[config.mk]
export PLATFORM = sky130hd
export DESIGN_NAME = ipsw_controller
export DESIGN_NICKNAME = d
export VERILOG_FILES = /design/src/hw/ipsw_controller.v
export VERILOG_INCLUDE_DIRS = /design/src /design/src/hw
export SDC_FILE = /design/constraint.sdc
export NUM_CORES = 1
export LEC_CHECK = 0
export ABC_AREA = 0
export BUFFER_PORTS_ARGS = -buffer_cell sky130_fd_sc_hd__buf_2
export CAP_MARGIN = 5
export CORE_UTILIZATION = 35
export DETAILED_ROUTE_END_ITERATION = 10
export PLACE_DENSITY_LB_ADDON = 0.08
export SYNTH_ARGS = -nofsm -noshare
export SYNTH_HDL_FRONTEND = slang
export SYNTH_SLANG_ARGS = --single-unit
[constraint.sdc]
create_clock -name clk_sys -period 9.56 [get_ports clk_sys]
set_input_delay 2.39 -clock clk_sys [delete_from_list [all_inputs] [get_ports clk_sys]]
set_output_delay 2.39 -clock clk_sys [all_outputs]
set_load 0.005 [all_outputs]
[src/hw/ipsw_defines.vh]
// constants for the interrupt priority and standby wake controller
`ifndef IPSW_DEFINES_VH
`define IPSW_DEFINES_VH

// vector addresses
`define IPSW_VEC_W 17
`define IPSW_VEC_0 17'h00003
`define IPSW_VEC_1 17'h0000b
`define IPSW_VEC_2 17'h00013
`define IPSW_VEC_3 17'h0001b
`define IPSW_VEC_4 17'h00023
`define IPSW_VEC_5 17'h0002b
`define IPSW_VEC_6 17'h00033
`define IPSW_VEC_7 17'h0003b
`define IPSW_VEC_8 17'h00043
`define IPSW_VEC_9 17'h0004b
`define IPSW_NVEC 10

// level encodings; none means no service in progress
`define IPSW_LVL_NONE 2'h0
`define IPSW_LVL_LOW 2'h1
`define IPSW_LVL_HIGH 2'h2
`define IPSW_LVL_TOP 2'h3

// standby states
`define IPSW_ST_RUN 2'h0
`define IPSW_ST_HALT 2'h1
`define IPSW_ST_HOLD 2'h2
`define IPSW_ST_XHOLD 2'h3

// base timer clock source encodings
`define IPSW_BTCK_SUB 2'h0
`define IPSW_BTCK_LRC 2'h1
`define IPSW_BTCK_SYS 2'h2
`define IPSW_BTCK_T0P 2'h3

// nesting depth of the service level stack
`define IPSW_DEPTH 3
`define IPSW_SP_W 2
`define IPSW_SP_FULL 2'h3
`define IPSW_SP_ZERO 2'h0
`define IPSW_SP_ONE 2'h1

`endif

[src/hw/ipsw_controller.v]
// interrupt priority arbiter and standby wake controller
`timescale 1ns/1ps
`include "ipsw_defines.vh"


module ipsw_controller (
	input wire clk_sys,
	input wire rst,
	input wire reset_pin_n,
	input wire watchdog_reset,
	input wire low_voltage_reset,
	input wire ext_irq_pin_a,
	input wire ext_irq_pin_b,
	input wire ext_irq_pin_c,
	input wire ext_irq_pin_d,
	input wire ext_irq_pin_e,
	input wire pin_a_level_mode,
	input wire pin_b_level_mode,
	input wire supply_level_detect_irq,
	input wire base_timer_irq,
	input wire timer_zero_low_irq,
	input wire timer_zero_high_irq,
	input wire timer_a_low_irq,
	input wire timer_a_high_irq,
	input wire timer_one_low_irq,
	input wire timer_one_high_irq,
	input wire serial_unit_irq,
	input wire adc_irq,
	input wire port_zero_irq,
	input wire [9:0] vec_level_sel,
	input wire [9:0] vec_enable,
	input wire [1:0] base_timer_clk_sel,
	input wire lrc_on_request,
	input wire xtal_on_request,
	input wire halt_request,
	input wire hold_request,
	input wire xhold_request,
	input wire irq_ack,
	input wire irq_return,
	output reg irq_req,
	output reg [16:0] irq_vector,
	output reg [1:0] irq_level,
	output reg [1:0] service_level,
	output reg [1:0] standby_state,
	output reg cpu_run,
	output reg periph_run,
	output reg base_timer_run,
	output reg ceramic_oscillator_en,
	output reg mrc_osc_en,
	output reg lrc_osc_en,
	output reg xtal_osc_en,
	output reg wake_reset
);

	// ************************************************************
	// input synchronisers
	// ************************************************************
	// pins come from outside the clock domain; internal sources do not
	reg [4:0] pin_s1_reg;
	reg [4:0] pin_s2_reg;
	reg rstpin_s1_reg;
	reg rstpin_s2_reg;

	always @(posedge clk_sys) begin
		if (rst) begin
			pin_s1_reg <= 5'h00;
			pin_s2_reg <= 5'h00;
			rstpin_s1_reg <= 1'b1;
			rstpin_s2_reg <= 1'b1;
		end else begin
			pin_s1_reg <= {ext_irq_pin_e, ext_irq_pin_d, ext_irq_pin_c,
				ext_irq_pin_b, ext_irq_pin_a};
			pin_s2_reg <= pin_s1_reg;
			rstpin_s1_reg <= reset_pin_n;
			rstpin_s2_reg <= rstpin_s1_reg;
		end
	end

	wire pa = pin_s2_reg[0];
	wire pb = pin_s2_reg[1];
	wire pc = pin_s2_reg[2];
	wire pd = pin_s2_reg[3];
	wire pe = pin_s2_reg[4];

	// ************************************************************
	// source to vector mapping
	// ************************************************************
	wire [9:0] vec_src;
	assign vec_src[0] = pa | supply_level_detect_irq;
	assign vec_src[1] = pb;
	assign vec_src[2] = pc | pe | timer_zero_low_irq | timer_a_low_irq;
	assign vec_src[3] = pd | base_timer_irq;
	assign vec_src[4] = timer_zero_high_irq | timer_a_high_irq;
	assign vec_src[5] = timer_one_low_irq | timer_one_high_irq;
	assign vec_src[6] = 1'b0;
	assign vec_src[7] = serial_unit_irq;
	assign vec_src[8] = adc_irq;
	assign vec_src[9] = port_zero_irq;

	wire [9:0] pending = vec_src & vec_enable;

	// level of vector i: the first two choose top or low, the rest high or low
	function [1:0] ipsw_vec_level;
		input integer idx;
		input sel;
		begin
			if (!sel)
				ipsw_vec_level = `IPSW_LVL_LOW;
			else if (idx < 2)
				ipsw_vec_level = `IPSW_LVL_TOP;
			else
				ipsw_vec_level = `IPSW_LVL_HIGH;
		end
	endfunction

	function [16:0] ipsw_vec_addr;
		input integer idx;
		begin
			case (idx)
			0: ipsw_vec_addr = `IPSW_VEC_0;
			1: ipsw_vec_addr = `IPSW_VEC_1;
			2: ipsw_vec_addr = `IPSW_VEC_2;
			3: ipsw_vec_addr = `IPSW_VEC_3;
			4: ipsw_vec_addr = `IPSW_VEC_4;
			5: ipsw_vec_addr = `IPSW_VEC_5;
			6: ipsw_vec_addr = `IPSW_VEC_6;
			7: ipsw_vec_addr = `IPSW_VEC_7;
			8: ipsw_vec_addr = `IPSW_VEC_8;
			default: ipsw_vec_addr = `IPSW_VEC_9;
			endcase
		end
	endfunction

	// ************************************************************
	// arbitration
	// ************************************************************
	// scanning from the highest index down leaves the smallest address
	// standing among equal levels; a strictly higher level always replaces
	reg [1:0] win_level;
	reg [16:0] win_addr;
	reg win_valid;
	reg [1:0] lv;
	integer i;

	always @* begin
		win_level = `IPSW_LVL_NONE;
		win_addr = `IPSW_VEC_0;
		win_valid = 1'b0;
		lv = `IPSW_LVL_NONE;
		for (i = `IPSW_NVEC - 1; i >= 0; i = i - 1) begin
			lv = ipsw_vec_level(i, vec_level_sel[i]);
			if (pending[i] && (lv >= win_level)) begin
				win_level = lv;
				win_addr = ipsw_vec_addr(i);
				win_valid = 1'b1;
			end
		end
	end

	// only strictly higher than the current service level may be taken
	wire can_take = win_valid && (win_level > service_level);

	// ************************************************************
	// service level stack
	// ************************************************************
	reg [1:0] lvl_stack [0:`IPSW_DEPTH-1];
	reg [`IPSW_SP_W-1:0] sp_reg;
	integer k;

	always @(posedge clk_sys) begin
		if (rst) begin
			sp_reg <= `IPSW_SP_ZERO;
			service_level <= `IPSW_LVL_NONE;
			for (k = 0; k < `IPSW_DEPTH; k = k + 1)
				lvl_stack[k] <= `IPSW_LVL_NONE;
		end else if (irq_ack && irq_req && sp_reg != `IPSW_SP_FULL) begin
			lvl_stack[sp_reg] <= service_level;
			sp_reg <= sp_reg + `IPSW_SP_ONE;
			service_level <= irq_level;
		end else if (irq_return && sp_reg != `IPSW_SP_ZERO) begin
			sp_reg <= sp_reg - `IPSW_SP_ONE;
			service_level <= lvl_stack[sp_reg - `IPSW_SP_ONE];
		end
	end

	// the request is dropped on the ack edge so it is not taken twice
	always @(posedge clk_sys) begin
		if (rst) begin
			irq_req <= 1'b0;
			irq_vector <= `IPSW_VEC_0;
			irq_level <= `IPSW_LVL_NONE;
		end else begin
			irq_req <= can_take && !(irq_ack && irq_req) && !irq_return;
			irq_vector <= win_addr;
			irq_level <= win_level;
		end
	end

	// ************************************************************
	// standby wake sources
	// ************************************************************
	wire any_reset = !rstpin_s2_reg || watchdog_reset || low_voltage_reset;
	wire halt_wake = any_reset || (|pending);
	wire hold_wake = any_reset || (pa && pin_a_level_mode)
		|| (pb && pin_b_level_mode) || pc || pe
		|| port_zero_irq || supply_level_detect_irq;
	wire bt_clk_slow = (base_timer_clk_sel == `IPSW_BTCK_SUB) ||
		(base_timer_clk_sel == `IPSW_BTCK_LRC);
	wire xhold_wake = hold_wake || (base_timer_irq && bt_clk_slow);

	// ************************************************************
	// standby state machine
	// ************************************************************
	reg [1:0] st_next;
	reg xtal_keep_reg;
	reg lrc_keep_reg;

	always @* begin
		st_next = standby_state;
		case (standby_state)
		`IPSW_ST_RUN: begin
			if (xhold_request)
				st_next = `IPSW_ST_XHOLD;
			else if (hold_request)
				st_next = `IPSW_ST_HOLD;
			else if (halt_request)
				st_next = `IPSW_ST_HALT;
		end
		`IPSW_ST_HALT: begin
			if (halt_wake)
				st_next = `IPSW_ST_RUN;
		end
		`IPSW_ST_HOLD: begin
			if (hold_wake)
				st_next = `IPSW_ST_RUN;
		end
		`IPSW_ST_XHOLD: begin
			if (xhold_wake)
				st_next = `IPSW_ST_RUN;
		end
		default: st_next = `IPSW_ST_RUN;
		endcase
	end

	always @(posedge clk_sys) begin
		if (rst) begin
			standby_state <= `IPSW_ST_RUN;
			xtal_keep_reg <= 1'b0;
			lrc_keep_reg <= 1'b0;
			wake_reset <= 1'b0;
		end else begin
			standby_state <= st_next;
			wake_reset <= (standby_state != `IPSW_ST_RUN) &&
				(st_next == `IPSW_ST_RUN) && any_reset;
			// crystal state, and lrc state when the lrc clocks the base timer, is frozen at crystal hold entry
			if (standby_state == `IPSW_ST_RUN &&
				st_next == `IPSW_ST_XHOLD) begin
				xtal_keep_reg <= xtal_on_request;
				lrc_keep_reg <= lrc_on_request &&
					(base_timer_clk_sel == `IPSW_BTCK_LRC);
			end
		end
	end

	// ************************************************************
	// clock and run controls
	// ************************************************************
	// the watchdog owns the low-speed rc in hold; we pass its request on
	always @(posedge clk_sys) begin
		if (rst) begin
			cpu_run <= 1'b1;
			periph_run <= 1'b1;
			base_timer_run <= 1'b1;
			ceramic_oscillator_en <= 1'b1;
			mrc_osc_en <= 1'b1;
			lrc_osc_en <= 1'b1;
			xtal_osc_en <= 1'b0;
		end else begin
			case (st_next)
			`IPSW_ST_HALT: begin
				cpu_run <= 1'b0;
				periph_run <= 1'b1;
				base_timer_run <= 1'b1;
				ceramic_oscillator_en <= 1'b1;
				mrc_osc_en <= 1'b1;
				lrc_osc_en <= lrc_on_request;
				xtal_osc_en <= xtal_on_request;
			end
			`IPSW_ST_HOLD: begin
				cpu_run <= 1'b0;
				periph_run <= 1'b0;
				base_timer_run <= 1'b0;
				ceramic_oscillator_en <= 1'b0;
				mrc_osc_en <= 1'b0;
				lrc_osc_en <= lrc_on_request;
				xtal_osc_en <= 1'b0;
			end
			`IPSW_ST_XHOLD: begin
				cpu_run <= 1'b0;
				periph_run <= 1'b0;
				base_timer_run <= 1'b1;
				ceramic_oscillator_en <= 1'b0;
				mrc_osc_en <= 1'b0;
				lrc_osc_en <= (standby_state != `IPSW_ST_XHOLD) ?
					lrc_on_request : lrc_keep_reg | (lrc_on_request &
					(base_timer_clk_sel != `IPSW_BTCK_LRC));
				xtal_osc_en <= (standby_state != `IPSW_ST_XHOLD) ?
					xtal_on_request : xtal_keep_reg;
			end
			default: begin
				cpu_run <= 1'b1;
				periph_run <= 1'b1;
				base_timer_run <= 1'b1;
				ceramic_oscillator_en <= 1'b1;
				mrc_osc_en <= 1'b1;
				lrc_osc_en <= lrc_on_request;
				xtal_osc_en <= xtal_on_request;
			end
			endcase
		end
	end

endmodule // ipsw_controller

* After elaboration in Yosys (flattened, before gate mapping)
Memory sizes are Yosys's and may differ from the RTL's.
Index checks and enable logic that the tools add are counted.
** Operators by class
- Add/sub/neg operators :: 2
- Magnitude comparators :: 11
- Equal/unequal tests :: 10
- Multiplexer cells :: 65
- Bitwise operators :: 10
- Reductions and logical operators :: 52
** Operators by type and width (number)
- $mux 2 :: 32
- $mux 6 :: 4
- $logic_and 1x1->1 :: 23
- $mux 1 :: 22
- $reduce_or 10->1 :: 2
- $ge 2x2->1 :: 9
- $mux 7 :: 2
- $logic_or 1x1->1 :: 11
- $and 10x10->10 :: 1
- $mux 5 :: 2
- $reduce_or 9->1 :: 1
- $eq 2x2->1 const B :: 4
- $or 1x1->1 :: 8
- $pmux 2 s4 :: 1
- $eq 2x1->1 const B :: 3
- $logic_not 2->1 :: 3
- $reduce_bool 2->1 :: 3
- $reduce_or 2->1 :: 3
- $reduce_or 3->1 :: 2
- $reduce_or 5->1 :: 1
- $mux 4 :: 1
- $ne 2x2->1 const B :: 2
- $logic_not 1->1 :: 3
- $add 2x1->2 const B :: 1
- 6 further kinds :: 6
** Word-level totals
- Register bits :: 46
- Bits in writable memories :: 6
- Input bits :: 52
- Memories :: 1
** Memories
- lvl_stack :: depth 3, bits a word 2, rd ports 1, clocked after memory_dff 0, write ports 3, RTL line ipsw_controller.v:166 : reg [1:0] lvl_stack [0:`IPSW_DEPTH-1];

* Depth between registers and ports, before layout
- Depth after elaboration :: 37
- Depth in mapped cells :: 38
- Gate-level depth less buffers :: 38

* Least setup slack after synthesis
No wires, ideal clock.
- Path kind :: input port to flip-flop
- Start :: input vec_enable[9]
- End :: register irq_req
- Arrival time :: 9543 ps
- Path slack :: -57 ps
- Stages on the path :: 37
- Path buffers :: 0
- Path through :: nand2_1 > or2_2 > inv_1 > ha_1 > or3b_4 > o2111ai_2 > mux2i_1 > ha_1 > nand2b_1 > o2111ai_1 > a21oi_1 > o32a_2 > ha_1 > nand2b_1 > a31oi_4 > a21oi_1 > ha_1 > nand2b_1 > nand4_1 > and2_1 > a221oi_1 > or2_1 > ha_1 > nor2b_1 > maj3_2 > nor2_2 > o31a_1 > ha_1 > nand2b_1 > a21oi_1 > nor2_1 > mux2i_2 > nand2_1 > ha_1 > a211oi_1 > o211ai_1 > a31oi_1
** Between the ends
- Longest elaborated chain between the ends :: 34
- Elaborated cells on any way between the ends :: 44
- Those cells by class :: order compare (10); mux (20); bitwise (1); reduce/logical (13)
** Ends and longest elaborated chain
- start, declared :: RTL line ipsw_controller.v:31 : input wire [9:0] vec_enable,
- $and 10x10->10 (*) :: RTL line ipsw_controller.v:100 : wire [9:0] pending = vec_src & vec_enable;
- $logic_and 1x1->1 (*) :: RTL line ipsw_controller.v:152 : if (pending[i] && (lv >= win_level)) begin
- $mux 2 (*) :: RTL line ipsw_controller.v:152
- $ge 2x2->1 :: RTL line ipsw_controller.v:152
- $logic_and 1x1->1 :: RTL line ipsw_controller.v:152
- $mux 2 (*) :: RTL line ipsw_controller.v:152
- $ge 2x2->1 :: RTL line ipsw_controller.v:152
- $logic_and 1x1->1 :: RTL line ipsw_controller.v:152
- (+18 left out)
- $mux 2 (*) :: RTL line ipsw_controller.v:152
- $ge 2x2->1 :: RTL line ipsw_controller.v:152
- $logic_and 1x1->1 :: RTL line ipsw_controller.v:152
- $mux 2 (*) :: RTL line ipsw_controller.v:152
- net win_level[1] :: RTL line ipsw_controller.v:139 : reg [1:0] win_level;
- $gt 2x2->1 (*) :: RTL line ipsw_controller.v:161 : wire can_take = win_valid && (win_level > service_level);
- $logic_and 1x1->1 (*) :: RTL line ipsw_controller.v:161
- $logic_and 1x1->1 (*) (2 in series) :: RTL line ipsw_controller.v:193 : irq_req <= can_take && !(irq_ack && irq_req) && !irq_return;
- end signal, assigned :: RTL line ipsw_controller.v:193
- end, declared :: RTL line ipsw_controller.v:40 : output reg irq_req,
Mark *: on every way through the listed nets, which the timed path passes. The rest lies on a longest branch.
A chain may end at the register's enable or synchronous reset.

* Worst setup path after layout
- Start :: input vec_enable[9]
- End :: register irq_req
** Between the ends
- Longest elaborated chain between the ends :: 34
- Elaborated cells on any way between the ends :: 44
- Those cells by class :: order compare (10); mux (20); bitwise (1); reduce/logical (13)
** Ends and longest elaborated chain (RTL line)
- $and 10x10->10 (*) :: ipsw_controller.v:100
- $logic_and 1x1->1 (*) :: ipsw_controller.v:152
- $mux 2 :: ipsw_controller.v:152
- $ge 2x2->1 :: ipsw_controller.v:152
- $logic_and 1x1->1 :: ipsw_controller.v:152
- $mux 2 :: ipsw_controller.v:152
- $ge 2x2->1 :: ipsw_controller.v:152
- $logic_and 1x1->1 :: ipsw_controller.v:152
- (+17 left out)
- $logic_and 1x1->1 :: ipsw_controller.v:152
- $mux 2 :: ipsw_controller.v:152
- $ge 2x2->1 :: ipsw_controller.v:152
- $logic_and 1x1->1 :: ipsw_controller.v:152
- $mux 2 :: ipsw_controller.v:152
- $gt 2x2->1 :: ipsw_controller.v:161
- $logic_and 1x1->1 (*) :: ipsw_controller.v:161
- $logic_and 1x1->1 (*) (2 in series) :: ipsw_controller.v:193
Every way passes the cells marked *; elsewhere a longest branch is shown, timed or not.

==> results by stage <==
Yosys:
- Synthesis produced 259 cells.
- After synthesis, the share of flip-flops with an asynchronous set or reset is 0%.
- Counting flops with a built-in enable in the synthesized netlist gives 8.
- The share of the yosys chip area belonging to registers is 37.50%.
- The mean instance size in the synthesized netlist is 9.275 µm².
- After synthesis, the netlist uses 58 different library cells.
- During synthesis, Yosys emitted a total of 0 warnings.
- The combined area of all synthesized cells is 2402 µm².
- The synthesis-stage register bit count is 41.
- Among all flip-flop cells after synthesis, the most frequent one is dfxtp_1.

Global route:
- The first-pass GRT wire length is 9011 µm.
- The number of antenna violations at the first check in global routing is 0.
- Entering global routing, the biggest net connects 28 pins.
- The total global-route track usage is 15.71%.
- The overall overflow remaining after global route is 0.
- The via count of the first global-routing pass was 1997.

Floorplanning:
- The die footprint is 7199 µm².
- From left edge to right edge, the die measures 84.85 µm.
- The vertical die dimension is 84.85 µm.
- Once the floorplan was initialized, standard cells occupied 36.99% of the core.
- The number of placement rows is 29.
- After floorplanning, the core was sized to cover 6495 µm².
- In this run the count of I/O pins placed on the die edge is 84.

Critical path:
- The worst reg2reg path depth is 15.
- The element type at the critical path start is an input pin.
- The register-to-register path setup slack is 6670 ps.
- The endpoint of the lowest-slack register-to-register path is irq_req$_SDFF_PP0_.
- For the worst setup path, the data arrival time is 9380 ps.
- The class of the most critical setup path is input pin to register.
- The kind of end point of the critical path is a register.
- The largest fanout on the critical path is 6.
- The worst setup path endpoint is irq_req$_SDFF_PP0_.
- The slowest cell on the critical path is o32a_2.
- Tracing the worst setup path back leads to its startpoint at vec_enable[9].
- The startpoint identified for the worst register-to-register timing path is pin_s2_reg[3]$_SDFF_PP0_.
- The maximum single-stage delay on the critical path is 400 ps.
- For the worst setup path, the data required time is 9760 ps.
- In this design, the critical path's most frequently occurring cell is ha_1.

Placement:
- At the end of routability-driven placement, the weighted congestion stood at 0.8013.
- In this run the tool buffered the top-level ports with 68 buffer cells.
- Prior to clock tree synthesis, the placed netlist has a worst setup slack of -142.3 ps.
- The total instance count after detailed placement is 419.
- The sum of net half-perimeters after detailed placement is 4443 µm.

Final layout:
- The register with the most flip-flops in the layout has 8 of them.
- The count of nets after finishing is 415.
- The layout has 664 filler cells.
- The final core utilization is 47.51%.
- Summing all flip-flop and latch instances after layout gives 900.9 µm².
- The post-layout instance count excluding filler cells is 427.
- The layout overhead on the synthesized area is 28.44%.
- The multi-input combinational cells in the finished layout cover a total of 1433 µm².
- The number of antenna diodes is 0.
- The share of cells above drive strength 1 is 35.71%.
- The most frequent standard cell in the layout excluding fill and tap cells is buf_2.
- The top cell types in the final layout, fill and taps aside, are buf_2, dfxtp_1, nand2_1.

Power and ir drop:
- The power per cell area is 163.7 nW/µm².
- Net switching is 29.23% of the power.
- The share of total power dissipated in combinational logic is 30.9%.
- Internal power comes to 357.5 µW.
- The static leakage is 1.456 nW.
- The clock network power share is 28.1%.
- The net switching power is 147.7 µW.
- The worst-case IR drop observed on VDD is 0.00008233 V.
- In this run, flip-flops and latches consume 41.0% of the power.
- The design draws 505.2 µW.

Clock network:
- The number of levels in the clock H-tree is 2.
- The number of gates resized after cts is 0.
- The clock transition time at the flip-flop clock pins of the worst setup and hold paths is 70 ps.
- The number of post-CTS setup repair buffers is 0.
- The total clock buffers created by CTS is 5.
- The tree built by TritonCTS fans out to 41 sinks.
- At the later pin of the worst-skew pair, clock insertion delay measures 290 ps.
- TritonCTS built the clock tree.
- CTS placed an instance of clkbuf_8 at the clock tree root.
- Buffers inserted to repair hold after CTS numbered 0.
- No sink is reached through more buffers than the 2 on the longest clock path.

STA:
- The final critical-path required period is 9185 ps.
- Setup slack on the critical path of the routed design comes to 375.4 ps.
- In the final timing run, aggregate negative setup slack is 0 ps.
- Of the available clock period, the critical path in the final layout requires 96.07%.
- For the pin with the worst max-slew slack, the measured transition is 890.3 ps.
- The total setup violations reported at the end of the flow is 0.
- The maximum frequency from static timing analysis is 108.9 MHz.
- Between clock sinks in the finished design, the worst skew comes to 8.072 ps.
- The final number of max-transition violations came to 0.
- The relative max-transition margin is 39.87%.
- The count of final hold-check violations is 0.

Status:
- The flow ran to the end, but the final reports show violations.
- The checks that failed: DRC.

Routing:
- The number of detailed-routing iterations run before antenna repair is 10.
- For this run, design rule violations remaining after detail routing come to 3.
- The routed design has 5462 µm of wire.
- The routed length per placed instance is 12.79 µm.
- Summing over every cut layer, the via total after detailed routing is 2084.
- For this block, the initial DRC count from the detailed router was 83.
- The ratio of routed vias to standard cells is 4.881.
- The remaining antenna violation count after routing is 0.

Hold path:
- The min-delay analysis places its worst path in the category register to register.

Job:
- Across the run, the number of max-cap violations was 0.
synth_stat cells, types with 3 or more instances:
cell type,instances,area share (%)
inv_1,10,1.6
nor2_1,20,3.1
nand2b_1,7,1.8
and2_1,4,1.0
a211oi_1,3,0.94
a21oi_1,8,1.7
a21o_1,4,1.3
dfxtp_1,33,27
nor2b_1,13,3.4
ha_1,14,7.3
o211ai_1,4,1.3
edfxtp_1,8,10
o21ai_0,3,0.62
buf_4,15,4.7
nand2_1,25,3.9
mux2i_1,4,1.7
or2_2,4,1.0
clkbuf_1,4,0.62
nor4_1,3,0.78
nand3_1,8,1.7
a22oi_1,3,0.94
and3_1,9,2.3
o21a_1,6,1.9
power groups by stage:
stage | Clock [mW] | Sequential, mW | Combinational, mW
2_1_floorplan | 0 | 0.209 | 0.100
4_1_cts | 0.146 | 0.208 | 0.149
6_report | 0.142 | 0.207 | 0.156
5_1_grt | 0.153 | 0.210 | 0.174
3_3_place_gp | 0 | 0.211 | 0.148
3_5_place_dp | 0 | 0.212 | 0.149
logic make-up (layout without fill, tap and decap cells):
family,Yosys count,after routing,share of synthesized area (%)
other,2,15,0.3126
buffers and inverters,29,107,6.875
adder cells (fa/ha/maj),17,17,8.646
AND/OR/NAND/NOR,106,106,23.07
XOR/XNOR,1,1,0.3646
multiplexers,9,9,5.312
AO/OA/AOI/OAI,54,54,17.92
flip-flops,41,41,37.50
per-stage QoR:
step / hold WS, ps / area [µm²]
3_5_place_dp: 418.2 / 2920
5_1_grt: 454.3 / 3085
2_1_floorplan: 389.5 / 2454
6_report: 435.0 / 3085
3_3_place_gp: 396.1 / 2920
4_1_cts: 438.2 / 3037
final cells by class:
cell class,count,share of cell area (%)
Inverter,10,1.217
Tap cell,77,3.122
Multi-Input combinational cell,202,46.43
Timing Repair Buffer,89,16.26
Clock buffer,7,2.798
Sequential cell,41,29.20
Clock inverter,1,0.9732
critical path: cells and delay by family:
kind                       cells  cell delay [ps]
AOI/OAI and AO/OA             14             2480
adders and majority gates      8             1930
and+or+nand+nor               13             1890
buffers and inverters          4              470
muxes                          1              210
per-layer routing:
metal | vias to the layer above | global-route usage, % | routed length, µm
met4 | 0 | 3.698 | 42
met2 | 60 | 25.35 | 2408
li1 | 1079 | - | -
met5 | - | 0 | 0
met1 | 941 | 20.85 | 2652
met3 | 4 | 4.572 | 359
worst min-delay path by stage:
stage                                   startpoint                        to  depth (start not counted)
after global routing      pin_s1_reg[2]$_SDFF_PP0_  pin_s2_reg[2]$_SDFF_PP0_                          1
final                     rstpin_s1_reg$_SDFF_PP1_  rstpin_s2_reg$_SDFF_PP1_                          1
after floorplan           rstpin_s1_reg$_SDFF_PP1_  rstpin_s2_reg$_SDFF_PP1_                          1
after CTS                 rstpin_s1_reg$_SDFF_PP1_  rstpin_s2_reg$_SDFF_PP1_                          1
after detailed placement  rstpin_s1_reg$_SDFF_PP1_  rstpin_s2_reg$_SDFF_PP1_                          1
after global placement    rstpin_s1_reg$_SDFF_PP1_  rstpin_s2_reg$_SDFF_PP1_                          1
No activity file was read; power rests on OpenSTA's default activity.
